## src/pkg/sse_regs.svh

```systemverilog
// register offsets, field positions, reset values and opcode patterns
// Functional notes
// - register-minus-accumulator subtract writes f minus W to the chosen destination
// - subtracts set carry when no borrow, clear it when result negative
// - literal subtract runs decode, read, process, write over four phases
// - swap exchanges operand nibbles and leaves every status flag unchanged
// - swap destination bit 0 writes accumulator, 1 writes the addressed register
// - register instructions carry a 7-bit address 0..127 and one destination bit
// - literal subtract writes the 8-bit literal minus W into the accumulator
// - literal subtract is recognised by top bits 11110, one don't-care, 8-bit literal
`ifndef SSE_REGS_SVH
`define SSE_REGS_SVH

// ==========================================================
// apb register offsets (byte addresses)
`define SSE_OFF_INSTR    8'h00
`define SSE_OFF_ACC      8'h04
`define SSE_OFF_STATUS   8'h08
`define SSE_OFF_FADDR    8'h0C
`define SSE_OFF_FDATA    8'h10

// ==========================================================
// status field positions
`define SSE_ST_CARRY     0
`define SSE_ST_DCARRY    1
`define SSE_ST_ZERO      2
`define SSE_ST_BUSY      3

// ==========================================================
// reset values
`define SSE_RST_ACC      8'h00
`define SSE_RST_FLAGS    3'h0
`define SSE_RST_INSTR    14'h0000
`define SSE_RST_FADDR    7'h00

// ==========================================================
// opcode patterns
`define SSE_OPC_SUB_REG  6'h02
`define SSE_OPC_SWAP     6'h0E
`define SSE_OPC_SUB_LIT  5'h1E

`endif

```

## src/pkg/sse_pkg.sv

```systemverilog
// types shared by the subtract and swap execution datapath
package sse_pkg;

	typedef enum logic [1:0] {
		OP_NONE,
		OP_SUB_REG,
		OP_SUB_LIT,
		OP_SWAP
	} sse_op_t;

	typedef enum logic [2:0] {
		PH_IDLE,
		PH_DECODE,
		PH_READ,
		PH_PROC,
		PH_WRITE
	} sse_phase_t;

endpackage

```

## src/rtl/sse_core.sv

```systemverilog
// four-phase execution of the two subtracts and the nibble swap, apb slave
//
// The APB register port and the placing of the registers were decided locally.
`timescale 1ns/100ps
`default_nettype none
`include "sse_regs.svh"

module sse_core (
	input  wire logic        ref_clk,
	input  wire logic        sys_rst,
	input  wire logic        clk_en,
	input  wire logic        psel,
	input  wire logic        penable,
	input  wire logic        pwrite,
	input  wire logic [7:0]  paddr,
	input  wire logic [31:0] pwdata,
	output logic      [31:0] prdata,
	output logic             pready,
	output logic             pslverr,
	output logic             busy
);
	import sse_pkg::*;

	// ==========================================================
	// state
	sse_phase_t  phase;
	sse_op_t     op;
	logic [13:0] instr;
	logic [7:0]  acc;
	logic [7:0]  mem [0:127];
	logic [6:0]  faddr;
	logic [6:0]  op_addr;
	logic        op_dest;
	logic [7:0]  op_lit;
	logic [7:0]  operand;
	logic [7:0]  res_q;
	logic        res_c;
	logic        res_dc;
	logic        res_z;
	logic        flag_c;
	logic        flag_dc;
	logic        flag_z;

	// ==========================================================
	// apb decode
	wire        setup_ph   = psel & ~penable;
	wire        access_ph  = psel & penable;
	wire        sel_instr  = (paddr == `SSE_OFF_INSTR);
	wire        sel_acc    = (paddr == `SSE_OFF_ACC);
	wire        sel_status = (paddr == `SSE_OFF_STATUS);
	wire        sel_faddr  = (paddr == `SSE_OFF_FADDR);
	wire        sel_fdata  = (paddr == `SSE_OFF_FDATA);
	wire        mapped     = sel_instr | sel_acc | sel_status | sel_faddr | sel_fdata;
	wire        is_busy    = (phase != PH_IDLE);
	// writes that would disturb a running instruction are refused
	wire        wr_locked  = is_busy & (sel_instr | sel_acc | sel_status | sel_fdata);
	wire        wr_ok      = clk_en & access_ph & pwrite & mapped & ~wr_locked;
	wire        start      = wr_ok & sel_instr;
	wire        acc_wr_bus = wr_ok & sel_acc;
	wire        st_wr_bus  = wr_ok & sel_status;
	wire        fa_wr_bus  = wr_ok & sel_faddr;
	wire        fd_wr_bus  = wr_ok & sel_fdata;

	wire [31:0] status_rd  = {28'h0000000, is_busy, flag_z, flag_dc, flag_c};
	wire [31:0] rd_mux     = sel_instr  ? {18'h00000, instr} :
	                         sel_acc    ? {24'h000000, acc} :
	                         sel_status ? status_rd :
	                         sel_faddr  ? {25'h0000000, faddr} :
	                         sel_fdata  ? {24'h000000, mem[faddr]} : 32'h00000000;

	assign pready  = clk_en;
	assign pslverr = access_ph & (~mapped | (pwrite & wr_locked));
	assign busy    = is_busy;

	// ==========================================================
	// decode of the latched instruction word
	wire        dec_sub_reg = (instr[13:8] == `SSE_OPC_SUB_REG);
	wire        dec_swap    = (instr[13:8] == `SSE_OPC_SWAP);
	wire        dec_sub_lit = (instr[13:9] == `SSE_OPC_SUB_LIT);
	wire sse_op_t next_op   = sse_op_t'(dec_sub_lit ? OP_SUB_LIT :
	                                    dec_sub_reg ? OP_SUB_REG :
	                                    dec_swap    ? OP_SWAP : OP_NONE);

	wire        is_sub      = (op == OP_SUB_REG) | (op == OP_SUB_LIT);
	wire        to_acc      = (op == OP_SUB_LIT) | ((op != OP_NONE) & ~op_dest);
	wire        to_mem      = ((op == OP_SUB_REG) | (op == OP_SWAP)) & op_dest;
	wire [7:0]  next_operand = (op == OP_SUB_LIT) ? op_lit : mem[op_addr];

	wire [7:0]  alu_res;
	wire        alu_c;
	wire        alu_dc;
	wire        alu_z;

	sse_alu u_alu (
		.op      (op),
		.operand (operand),
		.acc     (acc),
		.result  (alu_res),
		.carry   (alu_c),
		.dcarry  (alu_dc),
		.zero    (alu_z)
	);

	// ==========================================================
	// phase sequencer
	always_ff @(posedge ref_clk) begin
		if (sys_rst) begin
			phase <= PH_IDLE;
		end else if (clk_en) begin
			unique case (phase)
				PH_IDLE:   if (start) phase <= PH_DECODE;
				PH_DECODE: phase <= PH_READ;
				PH_READ:   phase <= PH_PROC;
				PH_PROC:   phase <= PH_WRITE;
				PH_WRITE:  phase <= PH_IDLE;
				default:   phase <= PH_IDLE;
			endcase
		end
	end

	// ==========================================================
	// instruction word and file pointer
	always_ff @(posedge ref_clk) begin
		if (sys_rst) begin
			instr <= `SSE_RST_INSTR;
			faddr <= `SSE_RST_FADDR;
		end else if (clk_en) begin
			if (start)
				instr <= pwdata[13:0];
			if (fa_wr_bus)
				faddr <= pwdata[6:0];
		end
	end

	// ==========================================================
	// decode, read and process latches
	always_ff @(posedge ref_clk) begin
		if (sys_rst) begin
			op      <= OP_NONE;
			op_addr <= 7'h00;
			op_dest <= 1'b0;
			op_lit  <= 8'h00;
			operand <= 8'h00;
			res_q   <= 8'h00;
			res_c   <= 1'b0;
			res_dc  <= 1'b0;
			res_z   <= 1'b0;
		end else if (clk_en) begin
			if (phase == PH_DECODE) begin
				op      <= next_op;
				op_addr <= instr[6:0];
				op_dest <= instr[7];
				op_lit  <= instr[7:0];
			end
			if (phase == PH_READ)
				operand <= next_operand;
			if (phase == PH_PROC) begin
				res_q  <= alu_res;
				res_c  <= alu_c;
				res_dc <= alu_dc;
				res_z  <= alu_z;
			end
		end
	end

	// ==========================================================
	// write phase: accumulator, register file and flags
	always_ff @(posedge ref_clk) begin
		if (sys_rst) begin
			acc     <= `SSE_RST_ACC;
			{flag_z, flag_dc, flag_c} <= `SSE_RST_FLAGS;
		end else if (clk_en) begin
			if (phase == PH_WRITE && to_acc)
				acc <= res_q;
			else if (acc_wr_bus)
				acc <= pwdata[7:0];
			if (phase == PH_WRITE && is_sub) begin
				flag_c  <= res_c;
				flag_dc <= res_dc;
				flag_z  <= res_z;
			end else if (st_wr_bus) begin
				flag_c  <= pwdata[`SSE_ST_CARRY];
				flag_dc <= pwdata[`SSE_ST_DCARRY];
				flag_z  <= pwdata[`SSE_ST_ZERO];
			end
		end
	end

	// register file has no reset; software loads it before use
	always_ff @(posedge ref_clk) begin
		if (clk_en) begin
			if (phase == PH_WRITE && to_mem)
				mem[op_addr] <= res_q;
			else if (fd_wr_bus)
				mem[faddr] <= pwdata[7:0];
		end
	end

	// read data is captured in the setup phase
	always_ff @(posedge ref_clk) begin
		if (sys_rst)
			prdata <= 32'h00000000;
		else if (clk_en && setup_ph)
			prdata <= rd_mux;
	end

	// ==========================================================
	// assertions
	wire w_write = (phase == PH_WRITE) & clk_en;
endmodule
`default_nettype wire

```

## src/rtl/sse_alu.sv

```systemverilog
// arithmetic and nibble swap for the execution datapath
`timescale 1ns/100ps
`default_nettype none

module sse_alu (
	input  wire sse_pkg::sse_op_t op,
	input  wire logic [7:0]       operand,
	input  wire logic [7:0]       acc,
	output logic      [7:0]       result,
	output logic                  carry,
	output logic                  dcarry,
	output logic                  zero
);
	import sse_pkg::*;

	wire [8:0] diff_full = {1'b0, operand} - {1'b0, acc};
	wire [4:0] diff_low  = {1'b0, operand[3:0]} - {1'b0, acc[3:0]};
	wire       is_swap   = (op == OP_SWAP);

	assign result = is_swap ? {operand[3:0], operand[7:4]} : diff_full[7:0];
	assign carry  = ~diff_full[8];
	assign dcarry = ~diff_low[4];
	assign zero   = (diff_full[7:0] == 8'h00);

endmodule
`default_nettype wire

```

## config.mk

```make
export PLATFORM = sky130hd
export DESIGN_NAME = sse_core
export DESIGN_NICKNAME = d
export VERILOG_FILES = /design/src/pkg/sse_pkg.sv /design/src/rtl/sse_core.sv /design/src/rtl/sse_alu.sv
export VERILOG_INCLUDE_DIRS = /design/src /design/src/pkg
export SDC_FILE = /design/constraint.sdc
export NUM_CORES = 1
export LEC_CHECK = 0
export BUFFER_PORTS_ARGS = -buffer_cell sky130_fd_sc_hd__buf_2
export CAP_MARGIN = 0
export CORE_MARGIN = 4
export CORE_UTILIZATION = 34
export CTS_CLUSTER_SIZE = 30
export DETAILED_ROUTE_END_ITERATION = 12
export GPL_ROUTABILITY_DRIVEN = 0
export GPL_TIMING_DRIVEN = 0
export HOLD_SLACK_MARGIN = 0.08
export MAX_ROUTING_LAYER = met4
export SLEW_MARGIN = 20
export SYNTH_ARGS = -nofsm -noshare
export SYNTH_HDL_FRONTEND = slang
export SYNTH_SLANG_ARGS = --single-unit
export TNS_END_PERCENT = 1
```

## constraint.sdc

```tcl
create_clock -name ref_clk -period 5.8 [get_ports ref_clk]
set_clock_uncertainty 0.1 [all_clocks]
set_input_delay 1.16 -clock ref_clk [delete_from_list [all_inputs] [get_ports ref_clk]]
set_output_delay 1.16 -clock ref_clk [all_outputs]
set_load 0.03 [all_outputs]
```

# --- Word-level counts from Yosys, hierarchy flattened ---
# Memories as Yosys holds them, arrays and structs flattened. A register that Yosys moved wholly into a read port is not among the register bits.
# Cells that the tools add are included.
totals:
  ff_bits: 104
  ramBits: 1024
  in_bits: 46
  output_inout_bits: 35
  word_cells: 120
  mem_count: 1
classes:
  add_sub_neg: 2
  n_eq_ne: 15
  n_mux: 34
  bitwise: 31
  n_reduce_logical: 20
memory_table:
  columns: ["name", "words", "word_bits", "read_ports", "rd_ports_with_merged_regs", "write_ports", "line_no", "rtl"]
  rows:
  - ["mem", 128, 8, 2, 2, 1, "sse_core.sv:30", "logic [7:0] mem [0:127];"]
op_table:
  columns: ["cell", "count"]
  rows:
  - ["8-bit 2-to-1 mux", 9]
  - ["7-bit 2-to-1 mux", 5]
  - ["1-bit AND", 16]
  - ["8-bit by 4-bit == test with 1-bit output (second input constant)", 2]
  - ["8-bit zero test", 2]
  - ["2-bit AND reduction", 8]
  - ["1-bit 2-to-1 mux", 14]
  - ["14-bit 2-to-1 mux", 1]
  - ["3-bit one-hot mux with 4 select lines", 1]
  - ["1-bit OR", 9]
  - ["8-bit by 8-bit subtractor with 9-bit output", 1]
  - ["8-bit by 3-bit == test with 1-bit output (second input constant)", 1]
  - ["8-bit by 5-bit == test with 1-bit output (second input constant)", 1]
  - ["8-bit OR reduction", 1]
  - ["3-bit by 2-bit == test with 1-bit output (second input constant)", 2]
  - ["6-bit by 2-bit == test with 1-bit output (second input constant)", 1]
  - ["6-bit by 4-bit == test with 1-bit output (second input constant)", 1]
  - ["2-bit 2-to-1 mux", 3]
  - ["1-bit NOT", 6]
  - ["2-bit nonzero test", 3]
  - ["5-bit == test (second input constant)", 1]
  - ["4-bit by 4-bit subtractor with 5-bit output", 1]
  - ["2-bit == test (second input constant)", 2]
  - ["1-bit logical AND", 4]
  - ["other kinds (7)", 7]

# --- Depth between registers and ports, before layout ---
logic_depth:
  depth_word: 14
  depth_mapped: 13
  ltp_nobuf: 10

# --- Hierarchy ---
# Synthesis repeated with hierarchy kept, for this count alone.
unflattened:
  hier_cells: 3204
  hier_area_um2: 52846.9
modules_own_cells:
  columns: ["mod", "n_inst", "cells_per_inst", "area_per_inst_um2", "seq_area_each_um2"]
  rows:
  - ["sse_core", 1, 3132, 52344.0, 32591.3]
  - ["sse_alu", 1, 72, 503.0, 0.0]

# --- Worst setup path before layout ---
# Ideal clock, no wire load.
synth_timing:
  path_kind: "input -> register"
  from: "in paddr[0]"
  to: "mem mem[0][0], data pin"
  setup_ns: 0.735
  t_arrival_ns: 4.177
  t_required_ns: 4.965
  slack_ns: 0.788
  path_stages: 9
  path_buffers: 3
  path_cell_list: "or4_4 > nor2_1 > o2111ai_2 > or3_1 > buf_6 > buf_2 > buf_2 > nand2_1 > nand2_1"
synth_between:
  elab_chain_cells: 14
  word_cells_on_any_way: 21
  classes_between: "eq/ne: 4; mux: 5; bitwise: 10; reduce/logical: 2"
synth_lines:
  columns: ["item", "line_no", "rtl"]
  rows:
  - ["start: declaration", "sse_core.sv:15", "input wire logic [7:0] paddr,"]
  - ["8-bit by 3-bit == test with 1-bit output (no source line) or 8-bit zero test (tied branches)", null, null]
  - ["1-bit OR (2 in series)", "sse_core.sv:53, sse_core.sv:56", null]
  - ["1-bit OR, on equally long branches", "sse_core.sv:53, sse_core.sv:56", null]
  - ["1-bit OR or 1-bit AND (tied branches)", "sse_core.sv:53, sse_core.sv:56", null]
  - ["1-bit AND or 1-bit NOT (tied branches)", "sse_core.sv:57", "wire wr_ok = clk_en & access_ph & pwrite & mapped & ~wr_locked;"]
  - ["1-bit AND", "sse_core.sv:57", null]
  - ["1-bit AND (*)", "sse_core.sv:62", "wire fd_wr_bus = wr_ok & sel_fdata;"]
  - ["1-bit 2-to-1 mux (*)", "sse_core.sv:194", "else if (fd_wr_bus)"]
  - ["1-bit 2-to-1 mux (*)", "sse_core.sv:192", "if (phase == PH_WRITE && to_mem)"]
  - ["1-bit 2-to-1 mux (*)", "sse_core.sv:191", "if (clk_en) begin"]
  - ["1-bit 2-to-1 mux (not written as such) (*)", "sse_core.sv:195", "mem[faddr] <= pwdata[7:0];"]
  - ["8-bit OR reduction (no source line) (*)", null, null]
  - ["8-bit 2-to-1 mux (no source line) (*)", null, null]
  - ["end: declaration", "sse_core.sv:30", null]
# Every way passes the cells marked *; elsewhere a longest branch is shown, timed or not.

==> impl_metrics.ini <==
[power_and_ir_drop]
comb_power_share_pct = 0.5
p_int_uw = 12700
vdd_drop_max_mv = 0.230
leakagePower_uw = 0.0161
p_seq_share_pct = 53.9
clock_power_share_pct = 45.5
power.switching_uw = 3350
pwr_density_cell_nw_per_um2 = 269
switching_share_pct = 20.9

[yosys]
ys_seq_area_share_pct = 62.0
synth_compound_area_share_pct = 4.86
yosys_warnings = 0
ys_seq_elements = 1116
synthFlopType = edfxtp_1
synth_top_family_by_area = multiplexers
synthXorXnorAreaFrac_pct = 0.117
avgSynthCellArea_um2 = 17.8
synth-edff-count = 1024
yosysUniqueCellTypes = 69
synth-simple-area-share_pct = 4.60
async_reset_ff_share_pct = 0
synth_fa_ha_area_share_pct = 0.300
netlist_instances = 2946
syn_area_um2 = 52600
muxShareOfSynthArea_pct = 25.7

[die]
rows = 144
boundaryPins = 81
core_area_um2 = 154000
die-area_um2 = 161000
die_w_um = 401
die_h_um = 401
start_util_pct = 34.2

[clocking]
cts_hold_buf = 0
htreeDepth = 3
cts-root-buf = clkbuf_16
postCtsSetupBuffers = 0
ctsResizeCount = 0
clk_pin_slew_ns = 0.06
cts_tree = yes
clock-sinks = 1116
insertion_delay_ns = 0.78
cts_buffers = 113
clock_path_buffers = 3

[final_layout]
drive_gt1_share_pct = 30.1
nets = 3195
utilization_pct = 38.7
syn2layout_area_growth_pct = 13.2

[detailed_routing]
drt_pass1_iterations = 9
vias = 34300
drtIter0Drc = 6214
ant_nets = 0
drc = 0
vias_per_cell = 6.52
totalWireLength_mm = 206
wire_per_inst_um = 39.1

[worst_setup_path]
path_cells = buf_2, buf_2, clkbuf_2, buf_2, mux4_2, a221oi_1, o22ai_1, nor3_2, o31ai_1
critPathRequiredTime_ns = 6.26
crit_end = prdata[0]$_SDFFE_PP0P_
rr_endpoint = prdata[0]$_SDFFE_PP0P_
crit_type = register to register
cp.arrival_ns = 6.23
worst-path-max-fanout = 11
critPathLaunchType = register
critical-path-max-stage-delay_ns = 0.91
worstRegToRegCells = 9
r2r_setup_slack_ns = 0.03
cp-end-kind = register
cp_common_cell = buf_2
cp_slowest_cell = nor3_2

[placed_design]
dp_slack_ns = 0.128
port_buffers = 41
hpwlAfterDp_mm = 146

[grt]
grt_use_total_pct = 25.6
gr-total-overflow = 0
busiest_layer = met2
grt_max_degree = 73
grt_pass1_vias = 32000
gr-usage-met1_pct = 32.7
use_met2_pct = 35.4
grt.met3_usage_pct = 9.67
grt_first_pass_wirelength_mm = 275
antenna_found_initial = 8

[sta]
hold_viol = 0
fmax_ghz = 0.173
worst_pin_slew_ns = 1.42
min_period_ns = 5.77
period_share_pct = 99.4
setup_ws_ns = 0.0333
rsz0062_at_grt = no
maxSlewViolCount = 0
setup_violations = 0
maxSlewHeadroom_pct = 4.87

[hold_path]
hold_path.class = register to register
hold_depth = 2

[run_status]
status = finished, final reports clean

[flow_run]
drv_cap = 0
critical path, delay by kind of cell, from the launching register on:
kind	cells	cell delay, ns
compound gates	3	0.89
buf+inv	4	2.61
flops	1	0.51
mux	1	0.47
simple gates	1	0.91
cells by family after synthesis:
family | after synthesis
DFF | 1116
xor gates and xnor gates | 7
buffers and inverters | 266
AOI/OAI and AO/OA | 364
muxes | 668
and+or+nand+nor | 512
adders and majority gates | 12
other | 1
power by group through the flow:
| stage | Clock (µW) | Sequential (µW) | Combinational (µW) |
|---|---|---|---|
| after floorplan | 0 | 8820 | 52.8 |
| after global placement | 0 | 8820 | 82.6 |
| after detailed placement | 0 | 8820 | 82.6 |
| after CTS | 7290 | 8650 | 82.9 |
| after global routing | 7640 | 8640 | 90.2 |
| final | 7300 | 8640 | 84.6 |
flip-flops by register name, summed over array words and instances (netlist names), 2 cells and up, named ones only:
signal / cells
mem: 1024
operand: 8
prdata: 14
op: 2
faddr: 7
phase: 3
res_q: 8
op_addr: 6
acc: 8
instr: 14
Yosys cell counts (10+ instances only):
| library cell | n | share of area, % |
|---|---|---|
| nor2b_1 | 16 | 0.19 |
| buf_1 | 15 | 0.11 |
| nand3_1 | 29 | 0.28 |
| nor3_1 | 22 | 0.21 |
| mux2i_1 | 120 | 2.3 |
| a21oi_1 | 73 | 0.69 |
| inv_1 | 28 | 0.20 |
| a221oi_1 | 44 | 0.73 |
| a31oi_1 | 14 | 0.17 |
| clkbuf_1 | 107 | 0.76 |
| a211oi_1 | 26 | 0.37 |
| nand2b_1 | 15 | 0.18 |
| buf_4 | 39 | 0.56 |
| a22oi_1 | 43 | 0.61 |
| ha_1 | 11 | 0.26 |
| edfxtp_1 | 1024 | 58 |
| and3_1 | 12 | 0.14 |
| mux4_2 | 544 | 23 |
| nor2_1 | 237 | 1.7 |
| nand2_1 | 113 | 0.81 |
| nor4_1 | 10 | 0.12 |
| dfxtp_1 | 92 | 3.5 |
| buf_2 | 68 | 0.65 |
| o21ai_0 | 71 | 0.68 |
| o22ai_1 | 13 | 0.15 |
layer usage:
metal  share of wire [%]  wire (µm)  vias up
met4                 7.0      14500        0
met1                  36      74200    18000
met3                  15      30200      634
met2                  42      87000     2952
met5                   0          0        -
li1                    -          -    12700
per-stage QoR:
step / hold slack, ns / area, µm² / setup TNS [ns] / power (µW) / std cells
finish: 0.350 / 59500 / 0 / 16000 / 5267
global route: 0.371 / 59500 / 0 / 16400 / 5267
CTS: 0.349 / 59500 / 0 / 16000 / 5264
detailed placement: 0.342 / 56000 / 0 / 8900 / 5066
global placement: 0.342 / 55400 / -1888.56 / 8900 / 5048
floorplan: 0.332 / 52600 / 0 / 8870 / 2963
worst min path at each step:
stage,startpoint,endpoint,slack [ns]
final,prdata[8]$_SDFFE_PP0P_,prdata[8]$_SDFFE_PP0P_,0.35
after detailed placement,prdata[11]$_SDFFE_PP0P_,prdata[11]$_SDFFE_PP0P_,0.34
after floorplan,res_z$_SDFFE_PP0P_,res_z$_SDFFE_PP0P_,0.33
after global placement,prdata[12]$_SDFFE_PP0P_,prdata[12]$_SDFFE_PP0P_,0.34
after global routing,prdata[8]$_SDFFE_PP0P_,prdata[8]$_SDFFE_PP0P_,0.37
after CTS,prdata[11]$_SDFFE_PP0P_,prdata[11]$_SDFFE_PP0P_,0.35
cell type report:
type	count	area (µm²)
Tap cell	2044	2560
Clock buffer	144	3010
Sequential cell	1116	32600
Multi-Input combinational cell	1581	18900
Fill cell	14100	94300
Clock inverter	54	537
Inverter	28	105
Buffer	238	1230
Timing Repair Buffer	59	622
Antenna cell	3	7.51
placed cells by master (no fill, tap or decap), types with 9 or more instances in the layout:
| master | count |
|---|---|
| o21ai_0 | 70 |
| ha_1 | 11 |
| a22oi_1 | 43 |
| buf_1 | 9 |
| inv_1 | 28 |
| clkinv_2 | 19 |
| dfxtp_1 | 92 |
| nor3_1 | 19 |
| mux4_2 | 544 |
| a221oi_1 | 44 |
| a211oi_1 | 25 |
| mux2i_1 | 120 |
| buf_6 | 11 |
| nor2b_1 | 16 |
| clkbuf_2 | 28 |
| nor3_2 | 11 |
| nor4_1 | 9 |
| nand2_1 | 105 |
| edfxtp_1 | 1024 |
| buf_2 | 114 |
| clkbuf_16 | 115 |
| buf_16 | 11 |
| a31oi_1 | 14 |
| a21oi_1 | 73 |
| nor2_1 | 237 |
| nand2b_1 | 15 |
| clkbuf_1 | 108 |
| and3_1 | 12 |
| clkinv_1 | 19 |
| conb_1 | 18 |
| buf_4 | 39 |
| o22ai_1 | 13 |
| nand3_1 | 29 |
(Power assumes the default switching activity.)
